==> src/verilog/slot_addr_pkg.sv <==
// package: constants and carrier types for the slot strap address selector
package slot_addr_pkg;
	localparam int STRAP_WIDTH = 4;
	localparam int ADDR_WIDTH = 8;
	// register byte offsets
	localparam logic [3:0] OFS_CONTROL = 4'h0;
	localparam logic [3:0] OFS_STORED_ADDR = 4'h4;
	localparam logic [3:0] OFS_STORED_REPLY = 4'h8;
	localparam logic [3:0] OFS_STATUS = 4'hC;
	// field positions
	localparam int CTRL_CANOPEN_BIT = 0;
	localparam int STAT_VALID_BIT = 0;
	localparam int STAT_STRAP_BIT = 1;
	localparam int STAT_STRAP_LSB = 8;
	localparam int STAT_ADDR_LSB = 16;
	localparam int STAT_REPLY_LSB = 24;
	// reset values and fixed reply address for strapped slots
	localparam logic [7:0] RST_STORED_ADDR = 8'h01;
	localparam logic [7:0] RST_STORED_REPLY = 8'h02;
	localparam logic [7:0] FIXED_REPLY_ADDR = 8'hFF;
	// cycles after reset release before straps are captured
	localparam int SETTLE_CYCLES = 3;
	// axi response codes
	localparam logic [1:0] RESP_OKAY = 2'h0;
	localparam logic [1:0] RESP_SLVERR = 2'h2;

	// selected addresses as handed to the protocol logic
	typedef struct packed {
		logic valid;
		logic from_strap;
		logic canopen;
		logic [7:0] module_addr;
		logic [7:0] reply_addr;
	} addr_sel_t;

	// axi4-lite write address and data
	typedef struct packed {
		logic [3:0] addr;
		logic [31:0] data;
		logic [3:0] strb;
	} axi_wr_t;

	typedef enum logic [1:0] {
		ST_SETTLE = 2'b00,
		ST_CAPTURE = 2'b01,
		ST_HOLD = 2'b11
	} strap_state_t;
endpackage

==> src/verilog/strap_sync.sv <==
// two-flop synchroniser for the strap pins
`timescale 1ns/1ps
`default_nettype none
module strap_sync #(
	parameter int WIDTH = 4
) (
	// clock and reset
	input wire logic aclk,
	input wire logic aresetn,
	// pins in, synchronised out
	input wire logic [WIDTH-1:0] pin_in,
	output logic [WIDTH-1:0] pin_sync
);
	logic [WIDTH-1:0] stage1;

	// first flop only feeds the second
	always_ff @(posedge aclk) begin
		if (!aresetn) begin
			stage1 <= '0;
			pin_sync <= '0;
		end else begin
			stage1 <= pin_in;
			pin_sync <= stage1;
		end
	end
endmodule
`default_nettype wire

==> src/verilog/slot_address_strap_select.sv <==
// top: slot strap address selection with axi4-lite register access
`timescale 1ns/1ps
`default_nettype none

module slot_address_strap_select (
	// clock and reset
	input wire logic aclk,
	input wire logic aresetn,
	// slot strap pins
	input wire logic slot_strap_bit0,
	input wire logic slot_strap_bit1,
	input wire logic slot_strap_bit2,
	input wire logic slot_strap_bit3,
	// axi4-lite write address
	input wire logic [3:0] s_axi_awaddr,
	input wire logic [2:0] s_axi_awprot,
	input wire logic s_axi_awvalid,
	output logic s_axi_awready,
	// axi4-lite write data
	input wire logic [31:0] s_axi_wdata,
	input wire logic [3:0] s_axi_wstrb,
	input wire logic s_axi_wvalid,
	output logic s_axi_wready,
	// axi4-lite write response
	output logic [1:0] s_axi_bresp,
	output logic s_axi_bvalid,
	input wire logic s_axi_bready,
	// axi4-lite read address
	input wire logic [3:0] s_axi_araddr,
	input wire logic [2:0] s_axi_arprot,
	input wire logic s_axi_arvalid,
	output logic s_axi_arready,
	// axi4-lite read data
	output logic [31:0] s_axi_rdata,
	output logic [1:0] s_axi_rresp,
	output logic s_axi_rvalid,
	input wire logic s_axi_rready,
	// selected addresses for both the can and the rs485 protocol logic
	output slot_addr_pkg::addr_sel_t addr_sel
);
	import slot_addr_pkg::*;

	////////////////////////////////////////////////////////////////////////
	// state

	typedef struct packed {
		strap_state_t fsm;
		logic [1:0] settle;
		logic [STRAP_WIDTH-1:0] strap;
		logic canopen;
		logic [7:0] stored_addr;
		logic [7:0] stored_reply;
		addr_sel_t sel;
		logic aw_held;
		logic w_held;
		axi_wr_t wr;
		logic awready;
		logic wready;
		logic bvalid;
		logic [1:0] bresp;
		logic arready;
		logic rvalid;
		logic [31:0] rdata;
		logic [1:0] rresp;
	} state_t;

	state_t cur;
	state_t next_cur;
	logic [STRAP_WIDTH-1:0] strap_pins;
	logic [STRAP_WIDTH-1:0] strap_sync_q;

	assign strap_pins = {slot_strap_bit3, slot_strap_bit2, slot_strap_bit1, slot_strap_bit0};

	strap_sync #(
		.WIDTH(STRAP_WIDTH)
	) u_sync (
		.aclk(aclk),
		.aresetn(aresetn),
		.pin_in(strap_pins),
		.pin_sync(strap_sync_q)
	);

	////////////////////////////////////////////////////////////////////////
	// helpers

	// register decode, used by write and read paths
	function automatic logic is_mapped(input logic [3:0] a);
		return (a == OFS_CONTROL) || (a == OFS_STORED_ADDR) ||
			(a == OFS_STORED_REPLY) || (a == OFS_STATUS);
	endfunction

	// byte-lane merge of a write into an 8-bit register
	function automatic logic [7:0] merge_low(input logic [7:0] old, input axi_wr_t w);
		return w.strb[0] ? w.data[7:0] : old;
	endfunction

	// address selection from straps and stored values
	function automatic addr_sel_t select_addr(input logic [STRAP_WIDTH-1:0] s,
		input logic canopen, input logic [7:0] st_addr, input logic [7:0] st_reply);
		addr_sel_t r;
		r.valid = 1'b1;
		r.canopen = canopen;
		if (s != '0) begin
			// strap value 1..15 is address or node id
			r.from_strap = 1'b1;
			r.module_addr = {{(ADDR_WIDTH-STRAP_WIDTH){1'b0}}, s};
			r.reply_addr = FIXED_REPLY_ADDR;
		end else begin
			r.from_strap = 1'b0;
			r.module_addr = st_addr;
			r.reply_addr = st_reply;
		end
		return r;
	endfunction

	////////////////////////////////////////////////////////////////////////
	// next-state logic

	always_comb begin
		next_cur = cur;
		case (cur.fsm)
			ST_SETTLE: begin
				if (cur.settle == 2'(SETTLE_CYCLES - 1)) begin
					next_cur.fsm = ST_CAPTURE;
				end else begin
					next_cur.settle = cur.settle + 2'h1;
				end
			end
			ST_CAPTURE: begin
				next_cur.strap = strap_sync_q;
				next_cur.fsm = ST_HOLD;
			end
			ST_HOLD: begin
				next_cur.fsm = ST_HOLD;
			end
			default: begin
				next_cur.fsm = ST_SETTLE;
			end
		endcase

		// one selection serves both links, tracks stored values
		if (cur.fsm == ST_HOLD) begin
			next_cur.sel = select_addr(cur.strap, cur.canopen, cur.stored_addr,
				cur.stored_reply);
		end

		// write channel capture
		next_cur.awready = 1'b0;
		next_cur.wready = 1'b0;
		if (s_axi_awvalid && cur.awready) begin
			next_cur.aw_held = 1'b1;
			next_cur.wr.addr = s_axi_awaddr;
		end
		if (s_axi_wvalid && cur.wready) begin
			next_cur.w_held = 1'b1;
			next_cur.wr.data = s_axi_wdata;
			next_cur.wr.strb = s_axi_wstrb;
		end
		if (!cur.bvalid && !next_cur.aw_held && !cur.awready) begin
			next_cur.awready = 1'b1;
		end
		if (!cur.bvalid && !next_cur.w_held && !cur.wready) begin
			next_cur.wready = 1'b1;
		end
		if (cur.aw_held && cur.w_held && !cur.bvalid) begin
			next_cur.aw_held = 1'b0;
			next_cur.w_held = 1'b0;
			next_cur.bvalid = 1'b1;
			next_cur.bresp = is_mapped(cur.wr.addr) ? RESP_OKAY : RESP_SLVERR;
			case (cur.wr.addr)
				OFS_CONTROL: begin
					if (cur.wr.strb[0]) begin
						next_cur.canopen = cur.wr.data[CTRL_CANOPEN_BIT];
					end
				end
				OFS_STORED_ADDR: begin
					next_cur.stored_addr = merge_low(cur.stored_addr, cur.wr);
				end
				OFS_STORED_REPLY: begin
					next_cur.stored_reply = merge_low(cur.stored_reply, cur.wr);
				end
				default: begin
				end
			endcase
		end
		if (cur.bvalid && s_axi_bready) begin
			next_cur.bvalid = 1'b0;
		end

		// read channel
		next_cur.arready = 1'b0;
		if (s_axi_arvalid && cur.arready) begin
			next_cur.rvalid = 1'b1;
			next_cur.rresp = is_mapped(s_axi_araddr) ? RESP_OKAY : RESP_SLVERR;
			case (s_axi_araddr)
				OFS_CONTROL: next_cur.rdata = {31'h0, cur.canopen};
				OFS_STORED_ADDR: next_cur.rdata = {24'h0, cur.stored_addr};
				OFS_STORED_REPLY: next_cur.rdata = {24'h0, cur.stored_reply};
				OFS_STATUS: begin
					next_cur.rdata = 32'h0;
					next_cur.rdata[STAT_VALID_BIT] = cur.sel.valid;
					next_cur.rdata[STAT_STRAP_BIT] = cur.sel.from_strap;
					next_cur.rdata[STAT_STRAP_LSB +: STRAP_WIDTH] = cur.strap;
					next_cur.rdata[STAT_ADDR_LSB +: 8] = cur.sel.module_addr;
					next_cur.rdata[STAT_REPLY_LSB +: 8] = cur.sel.reply_addr;
				end
				default: next_cur.rdata = 32'h0;
			endcase
		end else if (!cur.rvalid && !cur.arready) begin
			next_cur.arready = 1'b1;
		end
		if (cur.rvalid && s_axi_rready) begin
			next_cur.rvalid = 1'b0;
		end
	end

	////////////////////////////////////////////////////////////////////////
	// state register

	always_ff @(posedge aclk) begin
		if (!aresetn) begin
			cur <= '0;
			cur.fsm <= ST_SETTLE;
			cur.stored_addr <= RST_STORED_ADDR;
			cur.stored_reply <= RST_STORED_REPLY;
		end else begin
			cur <= next_cur;
		end
	end

	// outputs straight from flops
	assign s_axi_awready = cur.awready;
	assign s_axi_wready = cur.wready;
	assign s_axi_bvalid = cur.bvalid;
	assign s_axi_bresp = cur.bresp;
	assign s_axi_arready = cur.arready;
	assign s_axi_rvalid = cur.rvalid;
	assign s_axi_rdata = cur.rdata;
	assign s_axi_rresp = cur.rresp;
	assign addr_sel = cur.sel;

	////////////////////////////////////////////////////////////////////////
	// checks

	// stored address used when straps low
	a_stored_addr_used: assert property (@(posedge aclk) disable iff (!aresetn)
		(cur.fsm == ST_HOLD && cur.strap == '0) |=> (addr_sel.module_addr ==
		$past(cur.stored_addr) && !addr_sel.from_strap))
		else $error("stored address not selected");
	// strap address used when any strap high
	a_strap_addr_used: assert property (@(posedge aclk) disable iff (!aresetn)
		(cur.fsm == ST_HOLD && cur.strap != '0) |=> (addr_sel.module_addr ==
		{4'h0, $past(cur.strap)}))
		else $error("strap address not selected");
	a_reply_fixed: assert property (@(posedge aclk) disable iff (!aresetn)
		(addr_sel.valid && addr_sel.from_strap) |-> addr_sel.reply_addr == 8'hFF)
		else $error("reply address not 255");
	a_strap_range: assert property (@(posedge aclk) disable iff (!aresetn)
		addr_sel.from_strap |-> (addr_sel.module_addr >= 8'h01 &&
		addr_sel.module_addr <= 8'h0F))
		else $error("strap address out of range");
	a_strap_stable: assert property (@(posedge aclk) disable iff (!aresetn)
		(cur.fsm == ST_HOLD) |=> $stable(cur.strap))
		else $error("strap capture changed");
	// selection valid within bound after reset
	a_valid_soon: assert property (@(posedge aclk)
		$rose(aresetn) |-> ##[1:8] addr_sel.valid)
		else $error("selection not valid in time");
	// strap bit order kept through capture
	a_strap_order: assert property (@(posedge aclk) disable iff (!aresetn)
		(cur.fsm == ST_CAPTURE) |=> (cur.strap[0] == $past(strap_sync_q[0]) &&
		cur.strap[3] == $past(strap_sync_q[3])))
		else $error("strap bit order wrong");
	a_bresp_after: assert property (@(posedge aclk) disable iff (!aresetn)
		(cur.aw_held && cur.w_held && !cur.bvalid) |=> s_axi_bvalid)
		else $error("write response missing");
	// stored reply used when straps low
	a_stored_reply_used: assert property (@(posedge aclk) disable iff (!aresetn)
		(cur.fsm == ST_HOLD && cur.strap == '0) |=> (addr_sel.reply_addr ==
		$past(cur.stored_reply)))
		else $error("stored reply address not selected");
	a_mode_passed: assert property (@(posedge aclk) disable iff (!aresetn)
		(cur.fsm == ST_HOLD) |=> (addr_sel.canopen == $past(cur.canopen)))
		else $error("mode flag not handed on");
	a_none_early: assert property (@(posedge aclk) disable iff (!aresetn)
		(cur.fsm != ST_HOLD) |-> !addr_sel.valid)
		else $error("selection valid before capture");
endmodule
`default_nettype wire

==> config.mk <==
export PLATFORM = sky130hd
export DESIGN_NAME = slot_address_strap_select
export DESIGN_NICKNAME = d
export VERILOG_FILES = /design/src/verilog/slot_addr_pkg.sv /design/src/verilog/strap_sync.sv /design/src/verilog/slot_address_strap_select.sv
export SDC_FILE = /design/constraint.sdc
export NUM_CORES = 1
export LEC_CHECK = 0
export BUFFER_PORTS_ARGS = -buffer_cell sky130_fd_sc_hd__buf_2
export CAP_MARGIN = 0
export CORE_UTILIZATION = 50
export CTS_CLUSTER_DIAMETER = 60
export CTS_CLUSTER_SIZE = 14
export DETAILED_ROUTE_END_ITERATION = 16
export GPL_ROUTABILITY_DRIVEN = 0
export PLACE_DENSITY_LB_ADDON = 0.1
export SYNTH_ARGS = -nofsm -noshare
export SYNTH_HDL_FRONTEND = slang
export SYNTH_SLANG_ARGS = --single-unit
==> constraint.sdc <==
create_clock -name aclk -period 1.7 [get_ports aclk]
set_input_delay 0.34 -clock aclk [delete_from_list [all_inputs] [get_ports aclk]]
set_output_delay 0.34 -clock aclk [all_outputs]
set_load 0.005 [all_outputs]
Word-level counts from Yosys, hierarchy flattened

Cells that the tools add are included.

Output and inout port bits: 60
Input bits: 61
Register bits after elaboration: 108

Reduce and logical (&&, ||, !) cells: 38
Muxes and demuxes: 12
Equality and inequality tests: 10
Bitwise operators: 2
$add $sub $neg: 1

Operators with widths:

| operator            | number |
|---|---|
| $pmux 32 s4         | 1 |
| $eq 4x4->1 const B  | 4 |
| $mux 16             | 1 |
| $logic_and 1x1->1   | 12 |
| $reduce_or 2->1     | 5 |
| $reduce_and 3->1    | 3 |
| $eq 4x3->1 const B  | 2 |
| $logic_not 4->1     | 2 |
| $logic_not 1->1     | 7 |
| $logic_or 1x1->1    | 6 |
| $mux 1              | 6 |
| $mux 2              | 3 |
| $eq 2x2->1 const B  | 2 |
| $pmux 2 s2          | 1 |
| $reduce_bool 4->1   | 1 |
| $add 2x1->2 const B | 1 |
| $eq 2x1->1 const B  | 1 |
| $logic_not 2->1     | 1 |
| $ne 2x2->1 const B  | 1 |
| $not 1->1           | 2 |
| $reduce_and 2->1    | 1 |

Logic depth before layout (Yosys ltp)

Word-level depth: 6
Depth in mapped cells: 5
Mapped depth without buffers: 5

Modules after synthesis

From an unflattened synthesis, not the netlist that was laid out.

Cell total of the unflattened synthesis: 460
Area total of the unflattened synthesis: 4,371.7 um^2

By module, submodules not included:

| module                    | area each (um^2) | seq. area each (um^2) | cells an instance | times used |
|---|---|---|---|---|
| slot_address_strap_select | 4,161.5          | 1,881.8               | 444               | 1 |
| strap_sync                | 210.2            | 160.2                 | 16                | 1 |

Least setup slack after synthesis

No wires, ideal clock.

Path type: register -> register
From: register cur[77] (netlist name)
To: register cur[118] (netlist name)
Setup slack: 0.384 ns
Path buffers: 0
Stages on the path, launching flop included: 4
Arrival time: 1.184 ns
Path through: dfxtp_1 -> or4b_2 -> o21ai_0 -> a21oi_1

Cells in the longest elaborated chain, start to end: 2

Ends and longest elaborated chain:

| what                       | RTL line                         | source |
|---|---|---|
| start, declared            | slot_address_strap_select.sv:67  | `state_t cur;` |
| start signal, assigned     | slot_address_strap_select.sv:227 | `cur <= next_cur;` |
| $logic_not 4->1            | slot_address_strap_select.sv:170 | `case (cur.wr.addr)` |
| $reduce_and 3->1 (no line) | n/a                              |  |

Every way passes these cells.
A chain may end at the register's enable or synchronous reset.

Worst setup path in the final report

From: register cur[77] (netlist name)
To: register cur[105] (netlist name)

Cells in the longest elaborated chain, start to end: 2

Ends and longest elaborated chain:

| what                       | RTL line |
|---|---|
| $eq 4x4->1                 | slot_address_strap_select.sv:170 |
| $reduce_and 3->1 (no line) | n/a |

Every way passes these cells.

==> reports/metrics.cfg <==
[status]
outcome=finished, final reports clean

[setup_path]
cp_slowest_cell=nor4b_1
path_delay_family=simple AND/OR/NAND/NOR gates
crit_type=reg2reg
critPathCaptureType=flop
cp_num_buf_inv=1
critPathMaxStageDelay_ns=0.38
startpoint_type=flop
crit_path_max_fanout=8
arrival_ns=1.69
cp_data_required_time_ns=1.98
cp_cell_sequence=nor4b_1, and3_1, buf_4, mux2i_1

[final_layout]
final_nets=559
syn_to_final_growth_pct=7.79
drive_gt1_share_pct=23.7
diodes=0
final_core_util_pct=55.6

[timing]
rsz0062_at_grt=no
final.min_clock_period_ns=1.41
post-route-period-util_pct=82.8
fmax_ghz=0.711
worst_slew_pin_slew_ns=0.733
setup_tns_ns=0
finalHoldViolCount=0
maxSlewViolCount=0
setup-violations-final=0
fin_skew_ns=0.0118
max-slew-margin-rel_pct=51.1

[synth]
yosys-top-cells-area=dfxtp_1 (48%), buf_4 (9.9%), nand2_1 (5.5%)
syn_area_sq_um=4240
synthArstFlopShare_pct=0
avgSynthCellArea_sq_um=9.02
synthFlopType=dfxtp_1
synth-edff-count=0
synthDominantCellAreaShare_pct=48.2
synth-seq-cells=102
yosysSeqAreaShare_pct=48.2
synthCells=470
synthDistinctLibCells=39
yosys_warnings=0
synth_top_area_cell=dfxtp_1

[cts]
htreeDepth=3
cts_root_buf=clkbuf_8
clk_pin_slew_ns=0.11
cts.sinks=102
cts_setup_buffers=0
post_cts_resized=0
clock_latency_ns=0.36
cts_buffers=9
cts_buffer_depth=2
ctsHoldBuffers=0
cts_tree=yes

[floorplanning]
fp.dieW_um=94.1
num_rows=33
start_util_pct=51.6
pin_count=121
die_y_um=94.1
core_area_sq_um=8220
die_area_sq_um=8850

[drt]
drt-pass1-iter-count=4
routed_via_density=5.24
antenna_left=0
dr.first_iter.drc_count=155
num_vias=3180
remaining_drc_errors=0
wl_per_cell_um=14.2
drt-total-wl_um=8630

[worst_hold_path]
hold_class=in2reg

[power_and_ir_drop]
ir_drop_uv=452
powerDensity_nw_per_um2=962
leakagePower_uw=0.00190

[placement]
portBuffers=81
dp_hpwl_um=6180

[global_routing]
grt_pass1_vias=2748
grt_max_degree=72
grt_pass1_wl_um=14100
track_usage_pct=20.6
grt_antenna_before_repair=0
grt_overflow=0

[run]
max_cap_viol_count=0

## logic make-up after synthesis
logic type	Yosys count	synth area share, %
and+or+nand+nor	170	20.4
DFF	102	48.2
AOI/OAI and AO/OA	91	14.2
buffers and inverters	89	13.1
muxes	15	3.60
adders and majority gates	1	0.295
other	1	0.0885
xor gates and xnor gates	1	0.207
## synthesized netlist by cell type, types with 2 or more instances
cell type and n:
a211oi_1 2, a21oi_1 38, a31oi_1 4, a32oi_1 20, and2_1 11, and3_1 2, and3b_1 14, buf_2 7
buf_4 56, clkbuf_1 20, dfxtp_1 102, inv_1 3, mux2_2 2, mux2i_1 13, nand2_1 62, nand2b_1 2
nand3_1 22, nand4bb_1 2, nor2_1 39, nor2b_1 2, nor3_1 5, nor4bb_1 2, o21ai_0 17, o221a_1 8
## registers in the layout (all words and copies together) (netlist names)
name	cells
cur	40
s_axi_rdata	28
addr_sel	19
u_sync.pin_sync	4
u_sync.stage1	4
s_axi_arready	1
s_axi_awready	1
s_axi_bresp	1
s_axi_bvalid	1
s_axi_rresp	1
s_axi_rvalid	1
s_axi_wready	1
## layout by cell type, fill, tap and decap left out, types with 3 or more instances in the layout
| master | instances |
|---|---|
| nor2_1 | 39 |
| o221a_1 | 8 |
| nand2_1 | 62 |
| a21oi_1 | 38 |
| inv_8 | 3 |
| and2_1 | 11 |
| conb_1 | 6 |
| mux2i_1 | 13 |
| clkbuf_8 | 9 |
| clkinvlp_4 | 3 |
| buf_4 | 14 |
| o21ai_0 | 17 |
| inv_1 | 3 |
| nor3_1 | 5 |
| a32oi_1 | 20 |
| a31oi_1 | 4 |
| buf_2 | 81 |
| and3b_1 | 14 |
| dfxtp_1 | 102 |
| nand3_1 | 22 |
## layer usage
| metal | up-vias | share of wire [%] | global-route usage [%] |
|---|---|---|---|
| met1 | 1480 | 50 | 29.2 |
| met4 | 0 | 0.34 | 4.62 |
| met3 | 2 | 4.4 | 4.94 |
| met5 | - | 0 | 0 |
| li1 | 1620 | - | - |
| met2 | 78 | 46 | 31.6 |
## power breakdown
| group | internal, uW | switching, uW | leakage (uW) |
|---|---|---|---|
| combinational | 179 | 224 | 0.000982 |
| clock | 565 | 878 | 0.0000874 |
| sequential | 2470 | 77.3 | 0.000827 |
| total | 3220 | 1180 | 0.00190 |
## area by class of cell
| cell class | instances | area (sq um) |
|---|---|---|
| flip-flops and latches | 102 | 2040 |
| fillers | 796 | 3650 |
| clock inverters | 7 | 65.1 |
| repair buffers | 96 | 531 |
| inverters | 4 | 15.0 |
| clock buffers | 9 | 124 |
| multi-input cells | 284 | 1660 |
| well taps | 105 | 131 |
## final timing paths
check                                 startpoint                  to  slack [ns]  cells after the start
worst max-delay path                     cur[77]            cur[105]        0.29                      4
worst min-delay path             slot_strap_bit3    u_sync.stage1[3]        0.18                      2
worst max register to register           cur[77]            cur[105]        0.29                      4
worst min register to register  u_sync.stage1[3]  u_sync.pin_sync[3]        0.44                      1
## metrics by stage
| stage | total power, uW | setup WS (ns) | instance area, sq um | hold WS (ns) | std cells |
|---|---|---|---|---|---|
| 2_1_floorplan | 2890 | 0.384 | 4260 | 0.412 | 475 |
| 3_3_place_gp | 3000 | 0.221 | 4380 | 0.416 | 591 |
| 3_5_place_dp | 3010 | 0.188 | 4380 | 0.420 | 591 |
| 4_1_cts | 4450 | 0.288 | 4570 | 0.170 | 607 |
| 5_1_grt | 4620 | 0.142 | 4570 | 0.153 | 607 |
| 6_report | 4400 | 0.293 | 4570 | 0.179 | 607 |
No activity file was read; power rests on OpenSTA's default activity.
